==> src/uaaf_defs.svh <==
// constants of the receive address filter
`ifndef UAAF_DEFS_SVH
`define UAAF_DEFS_SVH
`define UAAF_OFF_CTRL 12'h000
`define UAAF_OFF_ADDR 12'h004
`define UAAF_OFF_MASK 12'h008
`define UAAF_OFF_DATA 12'h00c
`define UAAF_OFF_STAT 12'h010
`define UAAF_OFF_IMSK 12'h014
`define UAAF_RST_BYTE 8'h00
`define UAAF_MODE_SHIFT 2'h0
`define UAAF_MODE_8BIT 2'h1
`define UAAF_BAUD_PERIOD_NS 8680
`define UAAF_CLK_PERIOD_NS 40
`define UAAF_BIT_CYCLES ((`UAAF_BAUD_PERIOD_NS) / (`UAAF_CLK_PERIOD_NS))
`define UAAF_HALF_CYCLES ((`UAAF_BIT_CYCLES) / 2)
`define UAAF_CNT_ONE 8'h01
`define UAAF_BITS_8 4'h8
`define UAAF_BITS_9 4'h9
`define UAAF_EV_DONE 0
`define UAAF_EV_FRAME 1
`endif

==> src/uaaf_pkg.sv <==
// types of the receive address filter
package uaaf_pkg;
   typedef struct packed {
      logic [11:0] paddr;
      logic psel;
      logic penable;
      logic pwrite;
      logic [31:0] pwdata;
   } uaaf_apb_req_type;
   typedef enum logic [3:0] {
      UAAF_IDLE = 4'h1,
      UAAF_START = 4'h2,
      UAAF_BITS = 4'h4,
      UAAF_STOP = 4'h8
   } uaaf_state_type;
endpackage : uaaf_pkg

==> src/uaaf_rx_filter.sv <==
// receive path with automatic address filter and apb registers
// What this block does
// RQ1 - in modes 2 and 3 with compare set, done is raised only for a matching address byte.
// RQ2 - in modes 1 to 3 with compare set, only ninth-bit-one frames are address candidates.
// RQ3 - with compare clear, every data frame with ninth bit zero raises done.
// RQ4 - the master sends ninth bit one for addresses and zero for data.
// RQ5 - in mode 1 with compare set, the stop bit acts as ninth bit and must be valid.
// RQ6 - in mode 0 the compare bit has no effect.
// RQ7 - given match ignores mask-zero positions and compares mask-one positions.
// RQ8 - broadcast is address or mask; its one positions must be received as one.
// RQ9 - address and mask reset to zero so every address matches.
// RQ10 - the master usually broadcasts with an all-ones byte.
// RQ11 - in modes 1 to 3 reception starts on a start bit only while receive enable is set.
// RQ12 - two mode bits in the control register select one of four modes.
// RQ13 - comparison uses the eight data bits only.
// RQ14 - a frame matches on given or broadcast comparison, evaluated in parallel.
`include "uaaf_defs.svh"
`timescale 1ns/10ps
`default_nettype none
module uaaf_rx_filter (
   input wire logic clk,
   input wire logic rst,
   input wire logic ce,
   input wire uaaf_pkg::uaaf_apb_req_type apb_req,
   output logic [31:0] prdata,
   output logic pready,
   output logic pslverr,
   input wire logic rxd,
   output logic irq
);
   import uaaf_pkg::*;
   localparam logic [15:0] BIT_CYC = 16'(`UAAF_BIT_CYCLES);
   localparam logic [15:0] HALF_CYC = 16'(`UAAF_HALF_CYCLES);

   // ****************************************
   // registers
   // ****************************************
   logic [1:0] mode_q;
   logic compare_q;
   logic ren_q;
   logic [7:0] node_address_q;
   logic [7:0] node_address_mask_q;
   logic [7:0] rx_data_q;
   logic ninth_q;
   logic [1:0] stat_q;
   logic [1:0] imsk_q;
   logic done_q;
   logic [31:0] prdata_q;
   logic pready_q;
   logic pslverr_q;
   logic irq_q;

   // ****************************************
   // apb decode
   // ****************************************
   wire logic setup = apb_req.psel && !apb_req.penable;
   wire logic access = apb_req.psel && apb_req.penable && pready_q;
   wire logic wr = access && apb_req.pwrite;
   wire logic hit_ctrl = apb_req.paddr == `UAAF_OFF_CTRL;
   wire logic hit_addr = apb_req.paddr == `UAAF_OFF_ADDR;
   wire logic hit_mask = apb_req.paddr == `UAAF_OFF_MASK;
   wire logic hit_data = apb_req.paddr == `UAAF_OFF_DATA;
   wire logic hit_stat = apb_req.paddr == `UAAF_OFF_STAT;
   wire logic hit_imsk = apb_req.paddr == `UAAF_OFF_IMSK;
   wire logic hit_any = hit_ctrl || hit_addr || hit_mask || hit_data || hit_stat || hit_imsk;
   logic [31:0] rd_mux;
   always_comb begin
      if (hit_ctrl) begin
         rd_mux = {27'h0, done_q, ren_q, compare_q, mode_q};
      end else if (hit_addr) begin
         rd_mux = {24'h0, node_address_q};
      end else if (hit_mask) begin
         rd_mux = {24'h0, node_address_mask_q};
      end else if (hit_data) begin
         rd_mux = {23'h0, ninth_q, rx_data_q};
      end else if (hit_stat) begin
         rd_mux = {30'h0, stat_q};
      end else if (hit_imsk) begin
         rd_mux = {30'h0, imsk_q};
      end else begin
         rd_mux = 32'h0;
      end
   end

   // ****************************************
   // receiver
   // ****************************************
   uaaf_state_type st_q;
   logic [15:0] cnt_q;
   logic [3:0] nbit_q;
   logic [8:0] shf_q;
   wire logic is_shift = mode_q == `UAAF_MODE_SHIFT;
   wire logic is_8bit = mode_q == `UAAF_MODE_8BIT;
   wire logic [3:0] nbits = is_8bit ? `UAAF_BITS_8 : `UAAF_BITS_9;
   wire logic tick = cnt_q == 16'h0;
   // RQ13 data bits only
   wire logic [7:0] rx_byte = is_8bit ? shf_q[8:1] : shf_q[7:0];
   // RQ5 stop as ninth bit
   wire logic mark_bit = is_8bit ? rxd : shf_q[8];
   // RQ7 given match
   wire logic given_hit = ((rx_byte ^ node_address_q) & node_address_mask_q) == 8'h00;
   // RQ8 broadcast match
   wire logic [7:0] bcast = node_address_q | node_address_mask_q;
   wire logic bcast_hit = (rx_byte & bcast) == bcast;
   // RQ14 either match
   wire logic addr_hit = given_hit || bcast_hit;
   // RQ1 RQ2 RQ3 RQ5 RQ6 done qualification
   wire logic accept = is_shift || !compare_q || (mark_bit && addr_hit);
   wire logic frame_end = st_q == UAAF_STOP && tick;
   wire logic set_done = frame_end && accept;
   wire logic rd_stat = access && !apb_req.pwrite && hit_stat;
   // a read clears only the bits that it reported
   wire logic [1:0] stat_clr = rd_stat ? prdata_q[1:0] : 2'h0;
   logic [1:0] stat_set;
   always_comb begin
      stat_set = 2'h0;
      stat_set[`UAAF_EV_DONE] = set_done;
      stat_set[`UAAF_EV_FRAME] = frame_end;
   end

   always_ff @(posedge clk) begin
      if (rst) begin
         st_q <= UAAF_IDLE;
         cnt_q <= 16'h0;
         nbit_q <= 4'h0;
         shf_q <= 9'h0;
      end else if (ce) begin
         cnt_q <= tick ? BIT_CYC - 16'h1 : cnt_q - 16'h1;
         case (st_q)
            UAAF_IDLE: begin
               // RQ11 start needs enable
               if (ren_q && !rxd) begin
                  st_q <= UAAF_START;
                  cnt_q <= HALF_CYC;
               end
            end
            UAAF_START: begin
               if (tick) begin
                  st_q <= rxd ? UAAF_IDLE : UAAF_BITS;
                  nbit_q <= 4'h0;
               end
            end
            UAAF_BITS: begin
               if (tick) begin
                  shf_q <= {rxd, shf_q[8:1]};
                  nbit_q <= nbit_q + 4'h1;
                  if (nbit_q == nbits - 4'h1) begin
                     st_q <= UAAF_STOP;
                  end
               end
            end
            UAAF_STOP: begin
               if (tick) begin
                  st_q <= UAAF_IDLE;
               end
            end
            default: begin
               st_q <= UAAF_IDLE;
            end
         endcase
      end
   end

   // ****************************************
   // register writes and flags
   // ****************************************
   always_ff @(posedge clk) begin
      if (rst) begin
         // RQ9 reset clears address and mask
         node_address_q <= `UAAF_RST_BYTE;
         node_address_mask_q <= `UAAF_RST_BYTE;
         mode_q <= 2'h0;
         compare_q <= 1'b0;
         ren_q <= 1'b0;
         imsk_q <= 2'h0;
      end else if (ce && wr) begin
         // RQ12 mode select
         if (hit_ctrl) begin
            mode_q <= apb_req.pwdata[1:0];
            compare_q <= apb_req.pwdata[2];
            ren_q <= apb_req.pwdata[3];
         end
         if (hit_addr) begin
            node_address_q <= apb_req.pwdata[7:0];
         end
         if (hit_mask) begin
            node_address_mask_q <= apb_req.pwdata[7:0];
         end
         if (hit_imsk) begin
            imsk_q <= apb_req.pwdata[1:0];
         end
      end
   end

   always_ff @(posedge clk) begin
      if (rst) begin
         done_q <= 1'b0;
         rx_data_q <= 8'h00;
         ninth_q <= 1'b0;
         stat_q <= 2'h0;
      end else if (ce) begin
         if (set_done) begin
            done_q <= 1'b1;
            rx_data_q <= rx_byte;
            ninth_q <= mark_bit;
         end else if (wr && hit_ctrl && !apb_req.pwdata[4]) begin
            done_q <= 1'b0;
         end
         stat_q <= stat_set | (stat_q & ~stat_clr);
      end
   end

   always_ff @(posedge clk) begin
      if (rst) begin
         prdata_q <= 32'h0;
         pready_q <= 1'b0;
         pslverr_q <= 1'b0;
         irq_q <= 1'b0;
      end else if (ce) begin
         pready_q <= setup;
         pslverr_q <= setup && !hit_any;
         prdata_q <= setup ? rd_mux : 32'h0;
         irq_q <= |(stat_q & imsk_q);
      end
   end

   assign prdata = prdata_q;
   assign pready = pready_q;
   assign pslverr = pslverr_q;
   assign irq = irq_q;

   // ****************************************
   // checks
   // ****************************************
   property p_data_reject;
      @(posedge clk) disable iff (rst)
         ce && frame_end && !is_shift && compare_q && !mark_bit
         |=> !done_q || $past(done_q);
   endproperty
   a_data_reject: assert property (p_data_reject) else $error("unmarked frame raised done"); // RQ2

   property p_addr_accept;
      @(posedge clk) disable iff (rst)
         ce && frame_end && compare_q && mark_bit && addr_hit |=> done_q;
   endproperty
   a_addr_accept: assert property (p_addr_accept) else $error("matching address lost"); // RQ1

   property p_free_accept;
      @(posedge clk) disable iff (rst)
         ce && frame_end && !compare_q |=> done_q && rx_data_q == $past(rx_byte);
   endproperty
   a_free_accept: assert property (p_free_accept) else $error("data frame not accepted"); // RQ3

   property p_mode0;
      @(posedge clk) disable iff (rst) ce && frame_end && is_shift |=> done_q;
   endproperty
   a_mode0: assert property (p_mode0) else $error("compare acted in mode 0"); // RQ6

   property p_stop_reject;
      @(posedge clk) disable iff (rst)
         ce && frame_end && is_8bit && compare_q && !rxd
         |=> rx_data_q == $past(rx_data_q) && ninth_q == $past(ninth_q);
   endproperty
   a_stop_reject: assert property (p_stop_reject) else $error("broken stop accepted"); // RQ5

   property p_given;
      @(posedge clk) disable iff (rst)
         ce && frame_end && compare_q && mark_bit
         && (rx_byte & node_address_mask_q) == (node_address_q & node_address_mask_q)
         |=> done_q && rx_data_q == $past(rx_byte);
   endproperty
   a_given: assert property (p_given) else $error("given address not matched"); // RQ7

   property p_bcast;
      @(posedge clk) disable iff (rst)
         ce && frame_end && compare_q && mark_bit
         && (rx_byte | ~(node_address_q | node_address_mask_q)) == 8'hff
         |=> done_q;
   endproperty
   a_bcast: assert property (p_bcast) else $error("broadcast address not matched"); // RQ8

   property p_reset;
      @(posedge clk) rst |=> node_address_q == 8'h00 && node_address_mask_q == 8'h00;
   endproperty
   a_reset: assert property (p_reset) else $error("address regs not cleared"); // RQ9

   property p_ren;
      @(posedge clk) disable iff (rst) ce && st_q == UAAF_IDLE && !ren_q |=> st_q == UAAF_IDLE;
   endproperty
   a_ren: assert property (p_ren) else $error("reception without enable"); // RQ11

   property p_start;
      @(posedge clk) disable iff (rst)
         ce && st_q == UAAF_IDLE && ren_q && !rxd |=> st_q == UAAF_START;
   endproperty
   a_start: assert property (p_start) else $error("start bit ignored"); // RQ11

   property p_frame_len;
      @(posedge clk) disable iff (rst)
         ce && frame_end |-> nbit_q == (is_8bit ? `UAAF_BITS_8 : `UAAF_BITS_9);
   endproperty
   a_frame_len: assert property (p_frame_len) else $error("wrong bit count for mode"); // RQ12

   property p_either;
      @(posedge clk) disable iff (rst)
         ce && frame_end && !is_shift && compare_q && mark_bit
         && (rx_byte & node_address_mask_q) != (node_address_q & node_address_mask_q)
         && (rx_byte | ~(node_address_q | node_address_mask_q)) != 8'hff
         |=> rx_data_q == $past(rx_data_q) && ninth_q == $past(ninth_q);
   endproperty
   a_either: assert property (p_either) else $error("unmatched address accepted"); // RQ14

   property p_set_wins;
      @(posedge clk) disable iff (rst) ce && set_done |=> stat_q[`UAAF_EV_DONE];
   endproperty
   a_set_wins: assert property (p_set_wins) else $error("done event lost"); // RQ3

   c_addr: cover property (@(posedge clk) disable iff (rst) set_done && compare_q);
   c_reject: cover property (@(posedge clk) disable iff (rst) frame_end && !accept);
   c_irq: cover property (@(posedge clk) disable iff (rst) irq);
   c_mode1: cover property (@(posedge clk) disable iff (rst) set_done && is_8bit && compare_q);
   c_bcast: cover property (@(posedge clk) disable iff (rst) set_done && compare_q && !given_hit);
endmodule : uaaf_rx_filter
`default_nettype wire

==> config.mk <==
export PLATFORM = sky130hd
export DESIGN_NAME = uaaf_rx_filter
export DESIGN_NICKNAME = d
export VERILOG_FILES = /design/src/uaaf_pkg.sv /design/src/uaaf_rx_filter.sv
export VERILOG_INCLUDE_DIRS = /design/src
export SDC_FILE = /design/constraint.sdc
export NUM_CORES = 1
export LEC_CHECK = 0
export ABC_AREA = 1
export ABC_CLOCK_PERIOD_IN_PS = 2700
export BUFFER_PORTS_ARGS = -buffer_cell sky130_fd_sc_hd__buf_2
export CAP_MARGIN = 20
export CORE_AREA = 5 5 110 112
export DETAILED_ROUTE_END_ITERATION = 8
export DIE_AREA = 0 0 115 117
export GPL_ROUTABILITY_DRIVEN = 0
export PLACE_DENSITY_LB_ADDON = 0.08
export SETUP_SLACK_MARGIN = 0.02
export SLEW_MARGIN = 20
export SYNTH_ARGS = -nofsm -noshare
export SYNTH_HDL_FRONTEND = slang
export SYNTH_SLANG_ARGS = --single-unit
export TNS_END_PERCENT = 50
==> constraint.sdc <==
create_clock -name clk -period 2.7 [get_ports clk]
set_input_delay 0.135 -clock clk [delete_from_list [all_inputs] [get_ports clk]]
set_output_delay 0.135 -clock clk [all_outputs]
set_load 0.02 [all_outputs]
==> flow_summary.ini, run 1 <==
[outcome]
status = completed

[logic_synthesis]
synth_top_flop_cell = dfxtp_1
synth_edf_count = 0
synth_area_per_cell_um2 = 6.64
yosys-top-cells-count = nand2_1, inv_1, dfxtp_1, a21oi_1, nor2_1
synth_top_area_share_pct = 37.0
async_flop_share_pct = 0
synthTopCellsByArea = dfxtp_1, nand2_1, a21oi_1
syn-cell-area_um2 = 4270
ys_warn_count = 0
netlist_instances = 643
synth_largest_area_cell = dfxtp_1
synth.yosys.seq_area_share_pct = 37.0
ys_seq_elements = 79
synth_cell_type_count = 32
yosysMostFrequentCell = nand2_1

[route]
ant_nets = 0
viasPerCell = 5.08
routed_wirelength_um = 11700
post_drt_wl_per_cell_um = 14.1
drc = 0
route.vias.total = 4192
drtIter0Drc = 267
first_pass_iters = 7

[power_and_ir_drop]
power_frac_comb_pct = 26.3
power_switching_mw = 1.12
ir_drop_v = 0.000342
p_leak_nw = 2.17
clockPowerShare_pct = 32.2
pwr-share-seq_pct = 41.5
swShare_pct = 33.8
p_int_mw = 2.20
power.density_nw_per_um2 = 698

[sta]
fin_hold_ws_ns = 0.0943
fin_crit_sh_pct = 79.3
rsz0062_at_grt = no
final-setup-viol-count = 0
hold_viol = 0
fin_ws_ns = 0.560
tns_ns = 0
maxSlewHeadroom_pct = 56.7
fin_crit_ns = 2.14
tightest_slew_ns = 0.644
finalMaxSlewViolations = 0
skew_ns = 0.00609
fmax_mhz = 467

[grt]
grt_pass1_vias = 3731
antenna_found_initial = 0
grt_pass1_wl_um = 18600
overflow = 0
grt_max_degree = 43
grt_usage_pct = 17.7

[clock_network]
clk_pin_slew_ns = 0.06
cts_root_buffer = clkbuf_16
clk_path_buf_depth = 2
htree_levels = 3
cts_resized = 0
post-cts-setup-buffers = 0
hold_buffers = 0
cts_sinks = 79
cts_tree = yes
cts_inserted_buffers = 9
clock_latency_ns = 0.34

[final_layout]
layout.nets = 733
final_layout_size_suffix_gt1_share_pct = 9.38
antenna-diode-count = 0
area_growth_pct = 11.3

[floorplan]
die_w_um = 115
die_h_um = 117
core_um2 = 11100
pin_count = 86
die-area_um2 = 13500
start_util_pct = 38.4
rows = 39

[setup_path]
crit_required_ns = 2.94
cp_max_fo = 16
end_kind = flop
critical_path_class = flop to flop
cp.arrival_ns = 2.38
worst_setup_path_start_kind = flop

[placement]
dp_hpwl_um = 8790
dp_slack_ns = 0.581
port_buffers = 38

[hold_path]
hp-class = input port to flop

[job]
maxCapViolations = 0
-- through the flow --
stage	total power [mW]	cell area [µm²]	cells	util (%)
finish	3.32	4750	825	42.7
detailed placement	2.27	4510	811	40.5
CTS	3.35	4750	825	42.7
floorplan	2.10	4350	665	-
global route	3.53	4750	825	42.7
global placement	2.26	4510	811	40.5
-- sequential cells by signal (all words and copies together) (netlist names), 2 cells and up --
signal and cells:
cnt_q 16, imsk_q 2, mode_q 2, nbit_q 4, node_address_mask_q 8, node_address_q 8, prdata 9, rx_data_q 8
shf_q 9, st_q 4, stat_q 2
-- worst paths after layout --
check	end	depth (start not counted)	startpoint	slack [ns]
min	node_address_q[6]	3	apb_req[6]	0.09
min reg2reg	prdata[6]	2	prdata[6]	0.46
max	rx_data_q[6]	15	mode_q[0]	0.56
max reg2reg	rx_data_q[6]	15	mode_q[0]	0.56
-- cell usage in the layout (no fill, tap or decap), drive strengths merged --
master    n
o211ai    3
nand3    58
clkinv    2
a31o      1
xor2      6
dfxtp    79
inv      91
conb     23
a211oi    5
nor3     12
o22ai     6
xnor2     1
nor2     69
buf      44
a21oi    70
o21ai    55
clkbuf   12
o221ai    6
nand4     6
nand3b    1
o41ai     1
o21a      2
nor4      2
nor3b     1
ha        3
nand2   123
-- routing by layer --
metal  vias to the layer above  track usage, %  part of all wire, %
met5                         -               0                    0
met4                         0            6.65                  1.7
met3                        15            2.83                  4.4
met2                        88            27.9                   45
met1                      1951            24.3                   49
li1                       2138               -                    -
-- critical path, stage by stage, from the launching register on --
cell     delay (ns)
dfxtp_1        0.54
inv_1          0.18
nor2_2         0.26
nand2_1        0.11
nand2_1        0.08
inv_1          0.05
a21oi_1        0.11
nor2_1         0.06
nand2_1        0.06
nand2_1        0.06
nand2_2        0.07
nand2_4        0.08
nand2_4        0.19
nand2_1        0.08
nand2_1        0.06
nor2_1         0.04
-- kinds of logic after synthesis --
| group | Yosys count | synth area share, % |
|---|---|---|
| AND/OR/NAND/NOR | 272 | 27.6 |
| buffers and inverters | 132 | 14.1 |
| flip-flops | 79 | 37.0 |
| AO/OA/AOI/OAI | 149 | 18.9 |
| XOR/XNOR | 7 | 1.44 |
| other | 1 | 0.0878 |
| adder cells (fa/ha/maj) | 3 | 0.879 |
-- power groups by stage --
stage                     logic [mW]  registers [mW]  clock network [mW]
after floorplan                0.712            1.38                   0
after global placement         0.858            1.40                   0
after detailed placement       0.863            1.40                   0
after CTS                      0.872            1.38                1.10
after global routing           0.997            1.39                1.14
final                          0.872            1.38                1.07
-- layout make-up --
cell class / count / area, µm²
sequential: 79 / 1580
inverter: 91 / 342
clock inverter: 2 / 10.0
timing repair buffer: 44 / 235
multi-input combinational: 454 / 2170
fill: 1202 / 6370
clock buffer: 12 / 236
tap: 143 / 179
Power figures use the tool's default switching activity.
==> run 2, diff against run 1 <==
--- a/config.mk
+++ b/config.mk
@@ -7,7 +7,7 @@
 export NUM_CORES = 1
 export LEC_CHECK = 0
 export ABC_AREA = 1
-export ABC_CLOCK_PERIOD_IN_PS = 2700
+export ABC_CLOCK_PERIOD_IN_PS = 1800
 export BUFFER_PORTS_ARGS = -buffer_cell sky130_fd_sc_hd__buf_2
 export CAP_MARGIN = 20
 export CORE_AREA = 5 5 110 112
==> constraint.sdc (replaced) <==
create_clock -name clk -period 1.8 [get_ports clk]
set_input_delay 0.09 -clock clk [delete_from_list [all_inputs] [get_ports clk]]
set_output_delay 0.09 -clock clk [all_outputs]
set_load 0.02 [all_outputs]
==> flow_summary.ini, run 2 (synthesized netlist as in run 1, its figures left out) <==
[route]
route.vias.total = 4438
post_drt_wl_per_cell_um = 14.9
viasPerCell = 5.05
ant_nets = 0
drtIter0Drc = 298
first_pass_iters = 5
routed_wirelength_um = 13100
drc = 0

[placement]
dp_slack_ns = -0.0916
dp_hpwl_um = 9280
port_buffers = 38

[setup_path]
end_kind = flop
cp_max_fo = 8
cp.arrival_ns = 2.10
worst_setup_path_start_kind = flop
critical_path_class = flop to flop
crit_required_ns = 2.09

[sta]
fmax_mhz = 551
fin_ws_ns = -0.0133
finalMaxSlewViolations = 0
fin_hold_ws_ns = 0.0527
fin_crit_ns = 1.81
hold_viol = 0
final-setup-viol-count = 3
rsz0062_at_grt = yes
skew_ns = 0.0102
fin_crit_sh_pct = 101

[final_layout]
regMostFlops = cnt_q
layout_common_cells = nand2_1, inv_1, dfxtp_1
final_layout_size_suffix_gt1_share_pct = 27.7
largest_reg_flops = 16
area_growth_pct = 33.9
nFillCells = 1104
final_common_cell = nand2_1
antenna-diode-count = 0
layout.nets = 785

[power_and_ir_drop]
pwr-share-seq_pct = 36.9
power.density_nw_per_um2 = 977
clockPowerShare_pct = 32.9
p_leak_nw = 2.51
power.total_mw = 5.59
power_frac_comb_pct = 30.2
swShare_pct = 34.0
p_int_mw = 3.69
ir_drop_v = 0.000648
power_switching_mw = 1.90

[clock_network]
clk_path_buf_depth = 2
cts_tree = yes
cts_sinks = 79
cts_inserted_buffers = 9
cts_root_buffer = clkbuf_16
htree_levels = 3
clock_latency_ns = 0.35
clk_pin_slew_ns = 0.06

[grt]
grt_pass1_vias = 4085
grt_max_degree = 43
grt_pass1_wl_um = 20000
grt_usage_pct = 19.1
overflow = 0
antenna_found_initial = 0

[floorplan]
die_w_um = 115
die_h_um = 117
rows = 39
pin_count = 86
start_util_pct = 38.4
die-area_um2 = 13500
core_um2 = 11100

[outcome]
violations = negative setup slack
status = finished with violations

[hold_path]
hp-class = input port to flop

[job]
maxCapViolations = 0
[run 2: what timing repair did]
item,in CTS,in global routing
hold endpoints to repair,0,0
cloned,1,3
setup endpoints to repair,15,52
hold buffers,0,0
setup buffers,8,4
pin swaps,10,36
gates resized for setup,22,103
[run 2: path summary, 6_finish.rpt]
kind	from	to	slack, ns	cells past startpoint
setup / recovery	mode_q[0]	rx_data_q[3]	-0.01	15
hold / removal	rxd	st_q[0]	0.05	3
setup reg to reg	mode_q[0]	rx_data_q[3]	-0.01	15
hold reg to reg	pslverr	pslverr	0.46	2
[run 2: final cells by class]
type                       count  area [µm²]  share of cell area, %
tap                          143         179                   3.13
clock inverter                 5        58.8                   1.03
timing repair buffer          93         686                   12.0
multi-input combinational    457        2630                   46.0
sequential                    79        1590                   27.7
clock buffer                  11         233                   4.07
inverter                      91         349                   6.10
[run 2: routing by layer]
| metal | wire length, µm | vias up | track usage [%] |
|---|---|---|---|
| met2 | 6030 | 94 | 29.8 |
| met5 | 0 | - | 0 |
| li1 | - | 2250 | - |
| met4 | 263 | 0 | 8.76 |
| met3 | 549 | 19 | 3.75 |
| met1 | 6240 | 2075 | 25.6 |
[run 2: worst max-delay path, stage by stage (launching register included)]
cell     delay (ns)
dfxtp_2        0.34
buf_12         0.15
buf_8          0.14
nand3_4        0.08
nand3_2        0.07
nand3_1        0.10
nand2_2        0.06
nor2_2         0.12
nand2_1        0.07
nand2_2        0.08
nand2_2        0.07
nand2_4        0.13
nand2_8        0.10
nand2_1        0.09
nand2_1        0.05
nor2_1         0.09
[run 2: power by group through the flow]
stage          Clock, mW  Sequential (mW)  Combinational [mW]
2_1_floorplan          0             2.08                1.07
3_5_place_dp           0             2.09                1.52
5_1_grt             1.93             2.08                1.93
6_report            1.84             2.06                1.69
4_1_cts             1.87             2.05                1.54
3_3_place_gp           0             2.09                1.50
[run 2: through the flow]
stage | instance area, µm² | std cells | utilization [%] | setup TNS (ns)
3_5_place_dp | 4790 | 847 | 43.1 | -0.960
5_1_grt | 5720 | 879 | 51.4 | -1.09
2_1_floorplan | 4350 | 665 | - | 0
4_1_cts | 5250 | 872 | 47.2 | 0
3_3_place_gp | 4790 | 847 | 43.1 | -0.874
6_report | 5720 | 879 | 51.4 | -0.0302
